**src/rtl/lcs_pkg.sv**
```systemverilog
package lcs_pkg;
   // ==========================================
   // Register map
   localparam logic [7:0] LCS_CTRL_OFS = 8'h80;
   localparam logic [7:0] LCS_IRQ_STAT_OFS = 8'h84;
   localparam logic [7:0] LCS_IRQ_EN_OFS = 8'h88;
   localparam logic [7:0] LCS_IRQ_CLR_OFS = 8'h8C;
   // ==========================================
   // Field positions
   localparam int LCS_ERR_BIT = 27;
   localparam int LCS_ISSUED_BIT = 26;
   localparam int LCS_HELD_BIT = 25;
   localparam int LCS_CREDIT_REQUEST_TOKEN_BIT = 24;
   localparam int LCS_RXRST_BIT = 23;
   localparam int LCS_SYMGAP_LSB = 11;
   localparam int LCS_TOKGAP_LSB = 0;
   localparam int LCS_GAP_W = 11;
   // ==========================================
   // Reset values
   localparam logic [10:0] LCS_GAP_RST = 11'h001;
   // ==========================================
   // Token codes on the two-wire link (3 symbols, 2 bits each)
   localparam logic [5:0] LCS_TOK_REQ = 6'h39;
   localparam logic [5:0] LCS_TOK_CREDIT = 6'h1B;
   // Every symbol of a token must be nonzero, or the receiver never sees it end
   localparam logic [5:0] LCS_TOK_DATA = 6'h26;
   localparam int LCS_SYMS = 3;
   // Receive buffer depth in tokens
   localparam logic [3:0] LCS_RXBUF_MAX = 4'h8;
   // Interrupt layout
   localparam int LCS_IRQ_ERR = 0;
   localparam int LCS_IRQ_CREDIT = 1;
   localparam int LCS_IRQ_REQ = 2;

   typedef enum logic [1:0] {
      LCS_TX_IDLE = 2'b00,
      LCS_TX_SYM = 2'b01,
      LCS_TX_SGAP = 2'b10,
      LCS_TX_TGAP = 2'b11
   } lcs_tx_t;
endpackage : lcs_pkg

```
**src/rtl/lcs_link_control_status.sv**
```systemverilog
`timescale 1ns/1ns
// Notes on behaviour
// RULE1 - Status bit 27 flags receive buffer overflow or illegal token received.
// RULE2 - Read-only bit 26, reset zero, shows credit granted to the remote end.
// RULE3 - Read-only bit 25, reset zero, shows credit held to transmit.
// RULE4 - Writing one to bit 24 drops held credit and sends credit request.
// RULE5 - Writing one to bit 23 resets receiver; next symbol starts a token.
// RULE6 - At least symbol-gap field plus one idle cycles between token symbols.
// RULE7 - At least token-gap field plus one idle cycles between tokens.
// RULE8 - Two output wires and two input wires cross-connected to partner.
// RULE9 - Bits 24 and 23 are one-cycle strobes; reserved bits ignored on write.
module lcs_link_control_status (
   // Clock and reset
   input wire logic ref_clk,
   input wire logic srst,
   // Register port
   input wire logic [7:0] reg_addr,
   input wire logic [31:0] reg_wdata,
   input wire logic reg_wr,
   input wire logic reg_rd,
   output logic [31:0] reg_rdata,
   // Two-wire link, one symbol per cycle when nonzero
   output logic [1:0] link_port_zero_out,
   input wire logic [1:0] link_port_zero_in,
   // Data token user side
   input wire logic tx_data_valid,
   output logic tx_data_ready,
   output logic rx_data_pulse,
   input wire logic rx_data_take,
   // Interrupt
   output logic irq
);
   // ==========================================
   // State
   typedef struct packed {
      logic [31:0] rdata;
      logic [10:0] sym_gap;
      logic [10:0] tok_gap;
      logic err;
      logic issued;
      logic held;
      logic req_pend;
      logic cred_pend;
      lcs_pkg::lcs_tx_t tx_st;
      logic [5:0] tx_tok;
      logic [1:0] tx_idx;
      logic [10:0] gap_cnt;
      logic [1:0] out;
      logic [5:0] rx_sh;
      logic [1:0] rx_idx;
      logic [3:0] rx_fill;
      logic rx_pulse;
      logic [2:0] ist;
      logic [2:0] ien;
   } lcs_state_t;

   lcs_state_t s_r, s_nxt;

   // Word select helper, used by both read and write decode
   function automatic logic lcs_hit(input logic [7:0] a, input logic [7:0] ofs);
      lcs_hit = (a == ofs);
   endfunction : lcs_hit

   logic wr_ctrl, credit_request_token_stb, rxrst_stb, tok_done, tx_go;
   logic [5:0] rx_word;
   logic rx_last, rx_illegal, rx_ovf;
   logic [2:0] ev;

   // ==========================================
   // Next state
   always_comb begin
      s_nxt = s_r;
      s_nxt.rx_pulse = 1'b0;
      wr_ctrl = reg_wr && lcs_hit(reg_addr, lcs_pkg::LCS_CTRL_OFS);
      credit_request_token_stb = wr_ctrl && reg_wdata[lcs_pkg::LCS_CREDIT_REQUEST_TOKEN_BIT]; // [RULE9]
      rxrst_stb = wr_ctrl && reg_wdata[lcs_pkg::LCS_RXRST_BIT]; // [RULE9]
      tok_done = 1'b0;
      tx_go = 1'b0;
      rx_word = {s_r.rx_sh[3:0], link_port_zero_in};
      rx_last = (link_port_zero_in != 2'b00) && (s_r.rx_idx == 2'(lcs_pkg::LCS_SYMS - 1));
      rx_illegal = 1'b0;
      rx_ovf = 1'b0;
      ev = 3'b000;

      // Gap fields only; reserved bits and strobes keep no stored value
      if (wr_ctrl) begin
         s_nxt.sym_gap = reg_wdata[lcs_pkg::LCS_SYMGAP_LSB +: lcs_pkg::LCS_GAP_W]; // [RULE9]
         s_nxt.tok_gap = reg_wdata[lcs_pkg::LCS_TOKGAP_LSB +: lcs_pkg::LCS_GAP_W];
      end

      // Credit request drops held credit and queues a request token
      if (credit_request_token_stb) begin
         s_nxt.held = 1'b0; // [RULE4]
         s_nxt.req_pend = 1'b1; // [RULE4]
      end

      // Receiver: one symbol per nonzero input cycle
      if (rxrst_stb) begin
         s_nxt.rx_idx = 2'b00; // [RULE5]
         s_nxt.rx_sh = 6'h00;
      end else if (link_port_zero_in != 2'b00) begin // [RULE8]
         s_nxt.rx_sh = rx_word;
         s_nxt.rx_idx = rx_last ? 2'b00 : s_r.rx_idx + 2'b01;
         if (rx_last) begin
            case (rx_word)
               lcs_pkg::LCS_TOK_REQ: begin
                  // Remote asks for credit: queue a grant at once, without checking buffer room
                  s_nxt.cred_pend = 1'b1;
                  ev[lcs_pkg::LCS_IRQ_REQ] = 1'b1;
               end
               lcs_pkg::LCS_TOK_CREDIT: begin
                  s_nxt.held = 1'b1; // [RULE3]
                  ev[lcs_pkg::LCS_IRQ_CREDIT] = 1'b1;
               end
               lcs_pkg::LCS_TOK_DATA: begin
                  if (!s_r.issued || s_r.rx_fill == lcs_pkg::LCS_RXBUF_MAX) begin
                     rx_ovf = 1'b1;
                  end else begin
                     s_nxt.rx_fill = s_r.rx_fill + 4'h1;
                     s_nxt.rx_pulse = 1'b1;
                  end
               end
               default: rx_illegal = 1'b1;
            endcase
         end
      end

      // Consumer frees buffer space
      if (rx_data_take && s_nxt.rx_fill != 4'h0) begin
         s_nxt.rx_fill = s_nxt.rx_fill - 4'h1;
      end

      // Error is sticky until reset
      if (rx_ovf || rx_illegal) begin
         s_nxt.err = 1'b1; // [RULE1]
         ev[lcs_pkg::LCS_IRQ_ERR] = 1'b1;
      end

      // Transmitter
      s_nxt.out = 2'b00;
      case (s_r.tx_st)
         lcs_pkg::LCS_TX_IDLE: begin
            if (s_r.req_pend) begin
               s_nxt.tx_tok = lcs_pkg::LCS_TOK_REQ;
               s_nxt.req_pend = credit_request_token_stb;
               tx_go = 1'b1;
            end else if (s_r.cred_pend) begin
               s_nxt.tx_tok = lcs_pkg::LCS_TOK_CREDIT;
               s_nxt.cred_pend = ev[lcs_pkg::LCS_IRQ_REQ]; // A request landing now stays queued
               s_nxt.issued = 1'b1; // [RULE2]
               tx_go = 1'b1;
            end else if (tx_data_valid && s_r.held) begin
               s_nxt.tx_tok = lcs_pkg::LCS_TOK_DATA;
               tx_go = 1'b1;
            end
            if (tx_go) begin
               s_nxt.tx_st = lcs_pkg::LCS_TX_SYM;
               s_nxt.tx_idx = 2'b00;
            end
         end
         lcs_pkg::LCS_TX_SYM: begin
            s_nxt.out = s_r.tx_tok[5 - 2 * s_r.tx_idx -: 2]; // [RULE8]
            s_nxt.gap_cnt = 11'h000;
            if (s_r.tx_idx == 2'(lcs_pkg::LCS_SYMS - 1)) begin
               s_nxt.tx_st = lcs_pkg::LCS_TX_TGAP;
               tok_done = 1'b1;
            end else begin
               s_nxt.tx_st = lcs_pkg::LCS_TX_SGAP;
               s_nxt.tx_idx = s_r.tx_idx + 2'b01;
            end
         end
         lcs_pkg::LCS_TX_SGAP: begin
            // Count field+1 idle cycles after the symbol cycle
            s_nxt.gap_cnt = s_r.gap_cnt + 11'h001;
            if (s_r.gap_cnt == s_r.sym_gap) begin // [RULE6]
               s_nxt.tx_st = lcs_pkg::LCS_TX_SYM;
            end
         end
         lcs_pkg::LCS_TX_TGAP: begin
            s_nxt.gap_cnt = s_r.gap_cnt + 11'h001;
            if (s_r.gap_cnt == s_r.tok_gap) begin // [RULE7]
               s_nxt.tx_st = lcs_pkg::LCS_TX_IDLE;
            end
         end
         default: s_nxt.tx_st = lcs_pkg::LCS_TX_IDLE;
      endcase

      // Interrupt status: set wins over clear
      if (reg_wr && lcs_hit(reg_addr, lcs_pkg::LCS_IRQ_CLR_OFS)) begin
         s_nxt.ist = s_r.ist & ~reg_wdata[2:0];
      end
      s_nxt.ist = s_nxt.ist | ev;
      if (reg_wr && lcs_hit(reg_addr, lcs_pkg::LCS_IRQ_EN_OFS)) begin
         s_nxt.ien = reg_wdata[2:0];
      end

      // Read data, one cycle later; unmapped reads zero
      s_nxt.rdata = 32'h0000_0000;
      if (reg_rd) begin
         if (lcs_hit(reg_addr, lcs_pkg::LCS_CTRL_OFS)) begin
            s_nxt.rdata[lcs_pkg::LCS_ERR_BIT] = s_r.err; // [RULE1]
            s_nxt.rdata[lcs_pkg::LCS_ISSUED_BIT] = s_r.issued; // [RULE2]
            s_nxt.rdata[lcs_pkg::LCS_HELD_BIT] = s_r.held; // [RULE3]
            s_nxt.rdata[lcs_pkg::LCS_SYMGAP_LSB +: lcs_pkg::LCS_GAP_W] = s_r.sym_gap;
            s_nxt.rdata[lcs_pkg::LCS_TOKGAP_LSB +: lcs_pkg::LCS_GAP_W] = s_r.tok_gap;
         end else if (lcs_hit(reg_addr, lcs_pkg::LCS_IRQ_STAT_OFS)) begin
            s_nxt.rdata[2:0] = s_r.ist;
         end else if (lcs_hit(reg_addr, lcs_pkg::LCS_IRQ_EN_OFS)) begin
            s_nxt.rdata[2:0] = s_r.ien;
         end
      end

      if (srst) begin
         s_nxt = '0;
         s_nxt.sym_gap = lcs_pkg::LCS_GAP_RST;
         s_nxt.tok_gap = lcs_pkg::LCS_GAP_RST;
      end
   end

   // ==========================================
   // State register
   always_ff @(posedge ref_clk) begin
      s_r <= s_nxt;
   end

   // Outputs
   assign reg_rdata = s_r.rdata;
   assign link_port_zero_out = s_r.out;
   assign tx_data_ready = tok_done && (s_r.tx_tok == lcs_pkg::LCS_TOK_DATA);
   assign rx_data_pulse = s_r.rx_pulse;
   assign irq = |(s_r.ist & s_r.ien);

   // ==========================================
   // Checks
   // Idle run and symbol position as seen on the output wires, counted apart
   // from the gap counter so that a broken counter cannot hide itself
   logic [11:0] chk_idle_r;
   logic [1:0] chk_pos_r;

   always_ff @(posedge ref_clk) begin
      if (srst) begin
         chk_idle_r <= 12'hFFF;
         chk_pos_r <= 2'b00;
      end else if (link_port_zero_out == 2'b00) begin
         // Saturate so a long quiet spell never wraps to a short one
         if (chk_idle_r != 12'hFFF) begin
            chk_idle_r <= chk_idle_r + 12'h001;
         end
      end else begin
         chk_idle_r <= 12'h000;
         chk_pos_r <= (chk_pos_r == 2'(lcs_pkg::LCS_SYMS - 1)) ? 2'b00 : chk_pos_r + 2'b01;
      end
   end

   // Gap fields are read live; a write in mid-token moves the bound with it
   property p_sym_gap;
      @(posedge ref_clk) disable iff (srst)
      (link_port_zero_out != 2'b00 && chk_pos_r != 2'b00)
         |-> chk_idle_r > {1'b0, s_r.sym_gap};
   endproperty
   a_sym_gap: assert property (p_sym_gap) else $error("symbol gap too short"); // [RULE6]

   property p_tok_gap;
      @(posedge ref_clk) disable iff (srst)
      (link_port_zero_out != 2'b00 && chk_pos_r == 2'b00)
         |-> chk_idle_r > {1'b0, s_r.tok_gap};
   endproperty
   a_tok_gap: assert property (p_tok_gap) else $error("token gap too short"); // [RULE7]

   // A credit arriving in the same cycle wins over the clear
   property p_credit_request_token;
      @(posedge ref_clk) disable iff (srst)
      (credit_request_token_stb && !ev[lcs_pkg::LCS_IRQ_CREDIT]) |=> !s_r.held && s_r.req_pend;
   endproperty
   a_credit_request_token: assert property (p_credit_request_token) else $error("credit request not taken"); // [RULE4]

   property p_rxrst;
      @(posedge ref_clk) disable iff (srst)
      rxrst_stb |=> s_r.rx_idx == 2'b00;
   endproperty
   a_rxrst: assert property (p_rxrst) else $error("receiver not reset"); // [RULE5]

   property p_err;
      @(posedge ref_clk) disable iff (srst)
      (rx_illegal || rx_ovf) |=> s_r.err;
   endproperty
   a_err: assert property (p_err) else $error("error flag not set"); // [RULE1]

   property p_held;
      @(posedge ref_clk) disable iff (srst)
      (s_r.tx_st == lcs_pkg::LCS_TX_IDLE && s_nxt.tx_tok == lcs_pkg::LCS_TOK_DATA && tx_go) |-> s_r.held;
   endproperty
   a_held: assert property (p_held) else $error("data sent without credit"); // [RULE3]

   property p_issued;
      @(posedge ref_clk) disable iff (srst)
      $rose(s_r.issued) |-> ##[1:3] link_port_zero_out != 2'b00;
   endproperty
   a_issued: assert property (p_issued) else $error("credit not sent"); // [RULE2]

   property p_strobe;
      @(posedge ref_clk) disable iff (srst)
      wr_ctrl |=> s_r.sym_gap == $past(reg_wdata[21:11]) && s_r.tok_gap == $past(reg_wdata[10:0]);
   endproperty
   a_strobe: assert property (p_strobe) else $error("gap fields not stored"); // [RULE9]

   // A request arriving while a grant goes out must stay queued
   property p_cred_grant;
      @(posedge ref_clk) disable iff (srst)
      ev[lcs_pkg::LCS_IRQ_REQ] |=> s_r.cred_pend;
   endproperty
   a_cred_grant: assert property (p_cred_grant) else $error("credit grant lost"); // [RULE2]

   property p_err_hold;
      @(posedge ref_clk) disable iff (srst)
      s_r.err |=> s_r.err;
   endproperty
   a_err_hold: assert property (p_err_hold) else $error("error flag dropped"); // [RULE1]

   property p_issued_hold;
      @(posedge ref_clk) disable iff (srst)
      s_r.issued |=> s_r.issued;
   endproperty
   a_issued_hold: assert property (p_issued_hold) else $error("granted flag dropped"); // [RULE2]

   property p_rsvd;
      @(posedge ref_clk) disable iff (srst)
      reg_rd |=> reg_rdata[31:28] == 4'h0 && reg_rdata[24:22] == 3'b000;
   endproperty
   a_rsvd: assert property (p_rsvd) else $error("reserved or strobe bits read back"); // [RULE9]

   property p_idle_out;
      @(posedge ref_clk) disable iff (srst)
      s_r.tx_st == lcs_pkg::LCS_TX_IDLE |=> link_port_zero_out == 2'b00;
   endproperty
   a_idle_out: assert property (p_idle_out) else $error("symbol sent between tokens"); // [RULE7]

   property p_rxclr;
      @(posedge ref_clk) disable iff (srst)
      rxrst_stb |=> s_r.rx_sh == 6'h00;
   endproperty
   a_rxclr: assert property (p_rxclr) else $error("partial token kept"); // [RULE5]
endmodule : lcs_link_control_status

```
**config.mk**
```make
export PLATFORM = sky130hd
export DESIGN_NAME = lcs_link_control_status
export DESIGN_NICKNAME = d
export VERILOG_FILES = /design/src/rtl/lcs_pkg.sv /design/src/rtl/lcs_link_control_status.sv
export SDC_FILE = /design/constraint.sdc
export NUM_CORES = 1
export LEC_CHECK = 0
export BUFFER_PORTS_ARGS = -buffer_cell sky130_fd_sc_hd__buf_2
export CORE_MARGIN = 2
export CORE_UTILIZATION = 49
export DETAILED_ROUTE_END_ITERATION = 8
export PLACE_DENSITY = 0.87
export SYNTH_ARGS = -nofsm -noshare
export SYNTH_HDL_FRONTEND = slang
export SYNTH_SLANG_ARGS = --single-unit
```
**constraint.sdc**
```tcl
create_clock -name ref_clk -period 2.5 [get_ports ref_clk]
set_input_delay 0.125 -clock ref_clk [delete_from_list [all_inputs] [get_ports ref_clk]]
set_output_delay 0.125 -clock ref_clk [all_outputs]
set_load 0.01 [all_outputs]
```
Yosys cells after proc, flatten, opt, wreduce, memory -nomap -nowiden
Index checks and enable logic that the tools add are counted.
{"block": "word_totals", "elab_cells": 146, "reg_bits": 99, "out_inout_bits": 37}
{"block": "classes", "n_addsub": 6, "n_eq_ne": 20, "bitwise": 11, "muxes": 57, "n_reduce_logical": 30, "shift": 1}
{"op": "variable part select 7 x 33 -> 2 bit", "n": 1}
{"op": "== test 8 bit, second input constant", "n": 4}
{"op": "two-way mux 1 bit", "n": 30}
{"op": "two-way mux 5 bit", "n": 5}
{"op": "== test 11 bit", "n": 2}
{"op": "two-way mux 2 bit", "n": 11}
{"op": "one-hot mux 11 bit (2 select lines)", "n": 1}
{"op": "== test 6 bit, second input constant", "n": 3}
{"op": "two-way mux 6 bit", "n": 3}
{"op": "two-way mux 3 bit", "n": 4}
{"op": "adder 11 x 1 -> 11 bit, second input constant", "n": 1}
{"op": "logical AND 1 bit", "n": 9}
{"op": "AND reduction 3 bit", "n": 3}
{"op": "OR reduction 3 bit", "n": 3}
{"op": "== test 2 bit, second input constant", "n": 4}
{"op": "one-hot mux 2 bit (4 select lines)", "n": 1}
{"op": "OR reduction 2 bit", "n": 4}
{"op": "NOT 1 bit", "n": 7}
{"op": "bitwise AND 3 bit", "n": 2}
{"op": "== test 6 x 5 -> 1 bit, second input constant", "n": 1}
{"op": "!= test 2 bit, second input constant", "n": 3}
{"op": "nonzero test 2 bit", "n": 3}
{"op": "OR reduction 5 bit", "n": 1}
{"op": "adder 2 x 1 -> 2 bit, second input constant", "n": 2}
{"op": "16 further kinds", "n": 17}

Logic depth before layout (Yosys ltp)
Gate-level depths: netlist of the first run.
{"block": "logic_depth", "word_depth": 10, "depth_mapped": 13, "depth_no_buf": 13}

Worst setup path after synthesis of the first run
OpenSTA, ideal clock, no wires.
{"block": "synth_path", "path_kind": "register -> register", "from": "register s_r[7] in the netlist's numbering", "to": "register s_r[8] in the netlist's numbering", "slack_ns": -0.113, "setup_ns": 0.124, "n_path_buf": 0, "path_stages_with_launch": 14, "arrival_time_ns": 2.489, "synth_period_minus_slack_ns": 2.613, "cell_sequence": "dfxtp_1 -> inv_1 -> ha_1 -> a311oi_2 -> nand3_2 -> xnor2_1 -> inv_1 -> ha_1 -> nand2b_1 -> o21ba_2 -> o211a_1 -> o21ai_1 -> a31oi_1 -> a21boi_2"}
{"block": "synth_between", "elab_chain_len": 10, "elab_cells_between_ends": 12, "cone_classes": "2 x add/sub; 1 x eq/ne; 6 x mux; 3 x reduce/logical"}
{"item": "start, declared", "line_no": "lcs_link_control_status.sv:57", "source": "lcs_state_t s_r, s_nxt;"}
{"item": "start signal, assigned", "line_no": "lcs_link_control_status.sv:223", "source": "s_r <= s_nxt;"}
{"item": "parallel branches: the longest is 6 deep, another holds adder 4 x 1 -> 4 bit"}
{"item": "two-way mux 5 bit (*)", "line_no": "lcs_link_control_status.sv:98", "source": "if (rxrst_stb) begin"}
{"item": "parallel branches: the longest is 2 deep, another holds subtractor 4 x 1 -> 4 bit"}
{"item": "two-way mux 4 bit (*)", "line_no": "lcs_link_control_status.sv:129", "source": "if (rx_data_take && s_nxt.rx_fill != 4'h0) begin"}
Mark *: on every way between the ends.
A chain may end at the register's enable or synchronous reset.

Final worst setup path of the first run
Ends and elaborated chain as after synthesis.

==> results of run 1 <==
==> cells by family after synthesis <==
logic type	count (synthesis)	synth area share [%]
compound gates	82	11.7
fa+ha+maj	6	1.79
flops	90	42.9
simple gates	192	24.6
mux	14	3.60
xor+xnor	26	5.42
buf+inv	74	9.98
other cells	1	0.0893
==> report_power, final <==
part           switching (uW)  total, uW  internal, uW  leakage, uW
logic                     275        599           324      0.00136
registers                22.1       1490          1470     0.000728
clock network             537       1020           481     0.000107
==> registers in the layout, indices dropped and copies added (netlist names) <==
name	flops
rx_word	4
s_r	58
link_port_zero_out	2
rx_data_pulse	1
reg_rdata	25
==> worst max path at each step <==
| stage | from | to | slack [ns] | cells past startpoint |
|---|---|---|---|---|
| 5_1_grt | s_r[8] | s_r[8] | -0.18 | 13 |
| 3_5_place_dp | rx_word[4] | s_r[7] | -0.04 | 10 |
| 3_3_place_gp | s_r[7] | s_r[8] | 0.03 | 13 |
| 6_report | s_r[7] | s_r[8] | -0.09 | 13 |
| 2_1_floorplan | rx_word[5] | s_r[8] | 0.0008 | 12 |
| 4_1_cts | s_r[7] | s_r[7] | 0.02 | 11 |
==> final cells by class <==
type	instances	area (um^2)
Fill cell	686	3270
Multi-Input combinational cell	327	2070
Sequential cell	90	1810
Timing Repair Buffer	112	708
Tap cell	105	131
Clock buffer	9	124
Clock inverter	7	81.3
Inverter	17	63.8
==> worst max-delay path: stages, from the launching register on <==
cell and delay [ns]:
sky130_fd_sc_hd__dfxtp_2 0.34, sky130_fd_sc_hd__inv_2 0.05, sky130_fd_sc_hd__ha_4 0.15, sky130_fd_sc_hd__a311oi_2 0.34
sky130_fd_sc_hd__nand3_2 0.18, sky130_fd_sc_hd__xnor2_2 0.24, sky130_fd_sc_hd__inv_2 0.07, sky130_fd_sc_hd__ha_4 0.17
sky130_fd_sc_hd__nand2b_1 0.08, sky130_fd_sc_hd__o21ba_2 0.16, sky130_fd_sc_hd__o211a_1 0.23, sky130_fd_sc_hd__o21ai_4 0.19
sky130_fd_sc_hd__a31oi_1 0.09, sky130_fd_sc_hd__a21boi_2 0.18
==> per-stage QoR <==
stage | power (uW) | cells | utilization (%) | worst slack (ns) | hold WS, ns
after floorplan | 1810 | 491 | - | 0.000844 | 0.247
after global placement | 1970 | 630 | 54.8 | 0.0262 | 0.351
after detailed placement | 1970 | 630 | 54.8 | -0.0438 | 0.350
after CTS | 3030 | 662 | 59.4 | 0.0155 | 0.00193
after global routing | 3260 | 667 | 60.3 | -0.185 | 0.0113
final | 3110 | 667 | 60.3 | -0.0862 | 0.0168
==> cells in the final DEF (no fill, tap or decap), types with 4 or more instances in the layout <==
master                           n
sky130_fd_sc_hd__nor2_1         26
sky130_fd_sc_hd__o211ai_1        4
sky130_fd_sc_hd__a31oi_1         4
sky130_fd_sc_hd__a21oi_1        52
sky130_fd_sc_hd__nand4_1         6
sky130_fd_sc_hd__buf_4          27
sky130_fd_sc_hd__dfxtp_1        87
sky130_fd_sc_hd__o21ai_0         6
sky130_fd_sc_hd__conb_1          7
sky130_fd_sc_hd__ha_1            4
sky130_fd_sc_hd__and3_1          6
sky130_fd_sc_hd__mux2i_1         7
sky130_fd_sc_hd__nor3_1         12
sky130_fd_sc_hd__inv_1          14
sky130_fd_sc_hd__inv_6           4
sky130_fd_sc_hd__nand2_1        65
sky130_fd_sc_hd__xor2_1         24
sky130_fd_sc_hd__nor4_1          9
sky130_fd_sc_hd__and2_1         21
sky130_fd_sc_hd__buf_2          69
sky130_fd_sc_hd__dlygate4sd3_1  16
sky130_fd_sc_hd__nand3_1        15
sky130_fd_sc_hd__mux2_2          5
sky130_fd_sc_hd__clkbuf_8        9
==> per-layer routing <==
metal | up-vias | track usage, %
met5 | - | 0
met4 | 0 | 7.58
met3 | 16 | 5.78
met2 | 95 | 33.9
met1 | 1671 | 23.4
li1 | 1751 | -
==> repair_timing <==
action	CTS	global route
gates resized for setup	4	10
hold buffers	15	1
setup buffers	1	4
endpoints found under the setup margin	2	2
gates cloned	0	0
pin swaps	4	7
endpoints found under the hold margin	15	1
==> results summary, run 1 <==
After synthesis, the most frequently instantiated cells are sky130_fd_sc_hd__dfxtp_1 (90), sky130_fd_sc_hd__nand2_1 (65), sky130_fd_sc_hd__a21oi_1 (52). The final critical-path share of the clock period came out at 103%. The minimum period implied by the final worst setup slack is 2.59 ns. Clock tree synthesis selected as its root buffer the cell sky130_fd_sc_hd__clkbuf_8.

The fmax is 387 MHz. The number of different library cells used by synthesis comes to 56. The worst register-to-register path has a depth of 13. The least setup slack across all paths after layout is -0.0862 ns. At the later pin of the worst-skew pair, clock insertion delay measures 0.36 ns. The category of the critical setup timing path is reg -> reg. The number of pins with negative max-slew slack in the final report was 0. The most used flip-flop cell after synthesis is sky130_fd_sc_hd__dfxtp_1. The number of violations of the max-capacitance limit came out at 0.

The level count of the clock H-tree is 3. The overall die area came out at 9330 um^2. The count of flip-flops with a built-in enable after synthesis is 0.

The clock sink count is 90. The count of final hold-check violations is 0. The antenna violation net count after detailed routing came out at 0. The yosys synthesis warning count is 0. 0 antenna diodes ended up in the layout. The flow ran to the end, but the final reports show violations. The total cell area at the placement stage is 4520 um^2. The synthesized area per cell is 8.66 um^2. The cell row count came out at 33. The worst hold path terminates at s_r[60]. The final weighted congestion of routability-driven global placement is 0.909. The standard cell core area is 8260 um^2.

The quantity of I/O buffers inserted on ports came out at 69. For this run, the detailed router's first-pass iteration total came to 4. The total overflow left after global routing is 0. The worst setup path is captured at a register. After clock tree synthesis, the clock-pin slew on the worst setup and hold paths is 0.10 ns. The clock passes through at most 2 buffers. The worst-path maximum fanout is 4.

The routed design uses 470 um of met3 wire. The slack of the worst reg-to-reg path came out at -0.09 ns. The flip-flop and latch count after synthesis is 90.

The startpoint identified for the worst register-to-register timing path is s_r[7]. The endpoint of the most critical register-to-register path is s_r[8]. The cell area after layout is 4980 um^2.

The share of synthesized area occupied by flip-flops and latches came out at 42.9%. The DRC violation total after the first TritonRoute iteration is 195. The proportion of synthesized flip-flops having asynchronous set or reset is 0%. For the pin with the worst max-slew slack, the measured transition is 0.753 ns. The synthesized cell area came out at 4200 um^2. The top cell type by area accounts for 42.9% of the synthesized area. The total routing usage reported by global routing is 19.8%. Setup repair after global routing could not meet its margin everywhere. The worst hold path passes through 3 cells.

The count of endpoints failing setup in the final report came out at 2. Clock skew on the completed layout was measured at 0.0120 ns. Compared with the post-synthesis result, the final layout area differs by 18.6%. The leakage power total is 0.00219 uW. The worst slew margin relative to its limit is 49.7%. The path class of the tightest hold or removal check is in -> reg. The placed wire-length estimate is 6440 um.

In the routed layout, each cell is associated on average with a via count of 5.30. The first global-routing pass estimated 15500 um of wire. For this design the top-level I/O count stands at 85. The highest ir drop seen on vdd is 444 uV. The detailed-routed wire length on met2 came out at 4780 um. The pin count of the biggest net entering global routing is 63. The arrival time reported for the critical path endpoint is 2.84 ns. The final total negative setup slack is -0.171 ns. The met1 wire length is 3860 um. The synthesized instance count came out at 485. In the routed design, unresolved DRC markers number 0. The worst setup path is launched from a register. The die outline height came out at 96.6 um. The CTS buffer count is 9. The effective utilization at floorplan came out at 50.9%. The startpoint of the worst hold path is reg_wdata[13]. The highest metal layer with signal wires is met4. The proportion of layout cells with a drive suffix above 1 came out at 26.3%. The checks that failed: setup timing. The number of global-route vias before repair is 3404.

The routed via count is 3533. The total wire length after detailed routing came out at 9240 um. TritonCTS built the clock tree. The width of the die is 96.6 um. After detailed routing, the average wire length per cell comes to 13.9 um. The layout net count came out at 611. The number of antenna violations at the first check in global routing was 0. The data required time of the worst path came out at 2.75 ns. Ranked by total cell area, the synthesized netlist is headed by sky130_fd_sc_hd__dfxtp_1 (43%), sky130_fd_sc_hd__a21oi_1 (6.2%), sky130_fd_sc_hd__buf_4 (6.1%).

The leading area contributor after synthesis is sky130_fd_sc_hd__dfxtp_1. Yosys instantiated no cell more often than sky130_fd_sc_hd__dfxtp_1. For this design the ratio of total power to cell area is 623 nW/um^2.
Note: power is estimated with default switching activity, not from simulation.
==> inputs of run 2 (changes only) <==
Settings changed: CORE_MARGIN 2 to 1.
==> run 2 against run 1 <==
Against the previous run: the run still ends with setup timing left; clock-buffer cell count increased by 3; cell count is 1.3% lower; non-clock buffer count down 9; clock power shrank 9%; global-route usage up 1.0 points; register-to-register slack better by 0.04 ns; critical path type unchanged; critical endpoint unchanged.
==> results summary, run 2 (synthesis results as in run 1) <==
The flow ran to the end, but the final reports show violations. The final reports fail on setup timing. The I/O pin total came out at 85 (unchanged). The final critical-path share of the clock period came out at 102% (-1.5 points). The arrival time reported for the critical path endpoint came out at 2.80 ns (-0.04 ns). The number of flip-flops under the largest register name is 58 (unchanged). The effective utilization at floorplan came out at 50.9% (unchanged). The number of antenna violations at the first check in global routing is 0 (unchanged). The pin slew with the least headroom to its limit came out at 0.712 ns (-0.0410 ns). The die outline height is 94.6 um (-2.1%). In this run the worst hold path is classified as in -> reg.

The tree is rooted in a sky130_fd_sc_hd__clkbuf_8. The area added between synthesis and finish came out at 16.2%. The delay of the slowest critical-path stage came to 0.33 ns (about the same). The CTS buffer count is 9 (unchanged). In this run the worst setup path terminates at s_r[8]. The number of pins with negative max-slew slack in the final report was 0 (unchanged). The proportion of layout cells with a drive suffix above 1 came out at 26.4% (+0.067 points).

The slowest stage cell on the critical path is sky130_fd_sc_hd__dfxtp_2. The clock latency at the later pin of the worst-skew pair is 0.36 ns (about the same). The number of non-filler instances in the completed layout came out at 658 (-1.3%).

In this run the critical register-to-register path is launched from rx_word[3]. The setup path with the least slack is of type reg -> reg. The count of placed standard cells including taps is 630 (unchanged). The cell row count is 33 (unchanged).

The total wire length after detailed routing is 9110 um (-1.4%). The placed wire-length estimate came out at 6430 um (-0.20%). The number of stages on the worst hold path came out at 3 (unchanged). The count of TritonRoute iterations in the first routing pass is 4 (unchanged). The total routing usage reported by global routing was 20.8% (+1.0 points). The share of the core filled with cells in the final layout came to 59.1% (-1.2 points). The final weighted congestion of routability-driven global placement came to 0.870 (-4.3%).

The worst setup path is launched from a register. The number of global-route vias before repair came out at 3250 (-4.5%). The width of the die came out at 94.6 um (-2.1%).

The antenna violation net count after detailed routing came out at 0 (unchanged). The count of cells along the worst register-to-register path is 12 (-1). The TritonCTS clock tree is built. The total global routing overflow came out at 0 (unchanged).

The kind of cell adding the most delay to the critical path is compound AO/OA/AOI/OAI gates. The most common cell after layout, fill and taps aside is sky130_fd_sc_hd__dfxtp_1. The maximum clock insertion buffer count is 2 (unchanged). The clock skew after layout is 0.0171 ns (+0.00505 ns). In this run the critical register-to-register path is captured at s_r[8]. The ratio of routed vias to standard cells is 5.27 (-0.47%). The DRC violation total after the first TritonRoute iteration came out at 200 (+2.6%).

The routed via count came out at 3469 (-1.8%). The layout net count is 602 (-1.5%). The level count of the clock H-tree came out at 3 (unchanged). Setup repair after global routing could not meet its margin everywhere. Counting flops per register, the top entry is s_r. The wire length per cell after detailed routing came out at 13.8 um (about the same).

The least setup slack across all paths after layout is -0.0478 ns (+0.0385 ns). The filler cell count came to 720 (+5.0%). The minimum period implied by the final worst setup slack came out at 2.55 ns (-0.0385 ns). The timing startpoint of the critical path is rx_word[3]. The worst hold slack is 0.0111 ns (-0.00577 ns).

The worst slack after detailed placement came out at -0.0537 ns (-0.00997 ns). The count of final hold-check violations was 0 (unchanged). The logic depth of the worst path, buffers included is 12 (-1).

The slack of the worst reg-to-reg path came out at -0.05 ns (+0.04 ns). The antenna diode instance count is 0 (unchanged). The worst setup path is captured at a register. Leaving out fill and tap cells, the most frequent cells in the layout are sky130_fd_sc_hd__dfxtp_1 (86), sky130_fd_sc_hd__buf_2 (69), sky130_fd_sc_hd__nand2_1 (65). The clock sink count came to 90 (unchanged).

The critical path goes through nand4bb_4 > a311oi_4 > nand3_2 > xnor2_2 > inv_2 > ha_4 > nand2b_4 > o21ba_4 > o211a_1 > o21ai_2 > a31oi_1 > a21boi_2. The clock-pin transition on the worst setup and hold timing paths was 0.09 ns (about the same). The overall die area is 8950 um^2 (-4.1%). The post-detailed-route DRC marker count is 0 (unchanged). The fmax came out at 392 MHz (+1.5%). The number of violations of the max-capacitance limit is 0 (unchanged).

The count of buffer and inverter cells on the critical path is 1 (-1). The highest ir drop seen on vdd came out at 475 uV (+6.9%). The quantity of I/O buffers inserted on ports is 69 (unchanged). The worst-path maximum fanout is 4 (unchanged). The global-route wire length before repair is 14500 um (-6.5%). The count of endpoints failing setup in the final report came out at 2 (unchanged). The power density of the placed cells was 619 nW/um^2 (-0.67%). The standard cell core area came out at 8260 um^2 (unchanged). The data required time of the worst path was 2.76 ns (about the same). The leakage power total came out at 0.00215 uW (-1.9%). The worst slew margin relative to its limit came out at 52.4% (+2.7 points). The pin count of the biggest net entering global routing is 63 (unchanged).
run 2: layer usage:
metal	share of wire, %	GRT usage, %	vias up
li1	-	-	1727
met1	43	24.9	1634
met2	51	36.3	95
met3	4.8	5.80	13
met4	1.4	5.81	0
met5	0	0	-
run 2: repair_timing:
| item | CTS | global route |
|---|---|---|
| setup endpoints to repair | 2 | 2 |
| resized for setup | 5 | 8 |
| setup buffers | 3 | 2 |
| pin swaps | 7 | 7 |
| hold endpoints to repair | 7 | 0 |
| hold buffers | 7 | 0 |
run 2: worst register-to-register path, delay by kind of cell (launching register included):
family                     cells  cell delay (ns)
AOI/OAI and AO/OA              6             1.16
adders and majority gates      1             0.18
and+or+nand+nor                3             0.49
buffers and inverters          1             0.07
DFF                            1             0.33
xor gates and xnor gates       1             0.23
run 2: layout make-up:
cell class	instances	area [um^2]	area share, %
clock buffer	12	155	3.18
clock inverter	4	35.0	0.718
inverter	17	63.8	1.31
multi-input combinational	327	2070	42.4
sequential	90	1810	37.0
tap	105	131	2.69
timing repair buffer	103	618	12.7
run 2: worst min-delay path by stage:
stage / end / slack [ns] / start
final: s_r[53] / 0.01 / reg_wdata[6]
after global routing: s_r[56] / 0.005 / reg_wdata[9]
after CTS: s_r[59] / 0.006 / reg_wdata[12]
after detailed placement: s_r[58] / 0.35 / reg_wdata[11]
after global placement: s_r[58] / 0.35 / reg_wdata[11]
after floorplan: s_r[58] / 0.25 / reg_wdata[11]
run 2: power by group:
group,internal (uW),switching (uW),total [uW]
Clock,425,505,930
Sequential,1470,21.5,1490
Combinational,329,277,605
Total,2220,803,3020
run 2: per-stage QoR:
stage	cell area (um^2)	total power, uW	setup TNS, ns
after global placement	4520	1970	0
after CTS	4830	2950	0
after global routing	4880	3150	-0.242
after floorplan	4240	1810	0
final	4880	3020	-0.0881
after detailed placement	4520	1970	-0.100
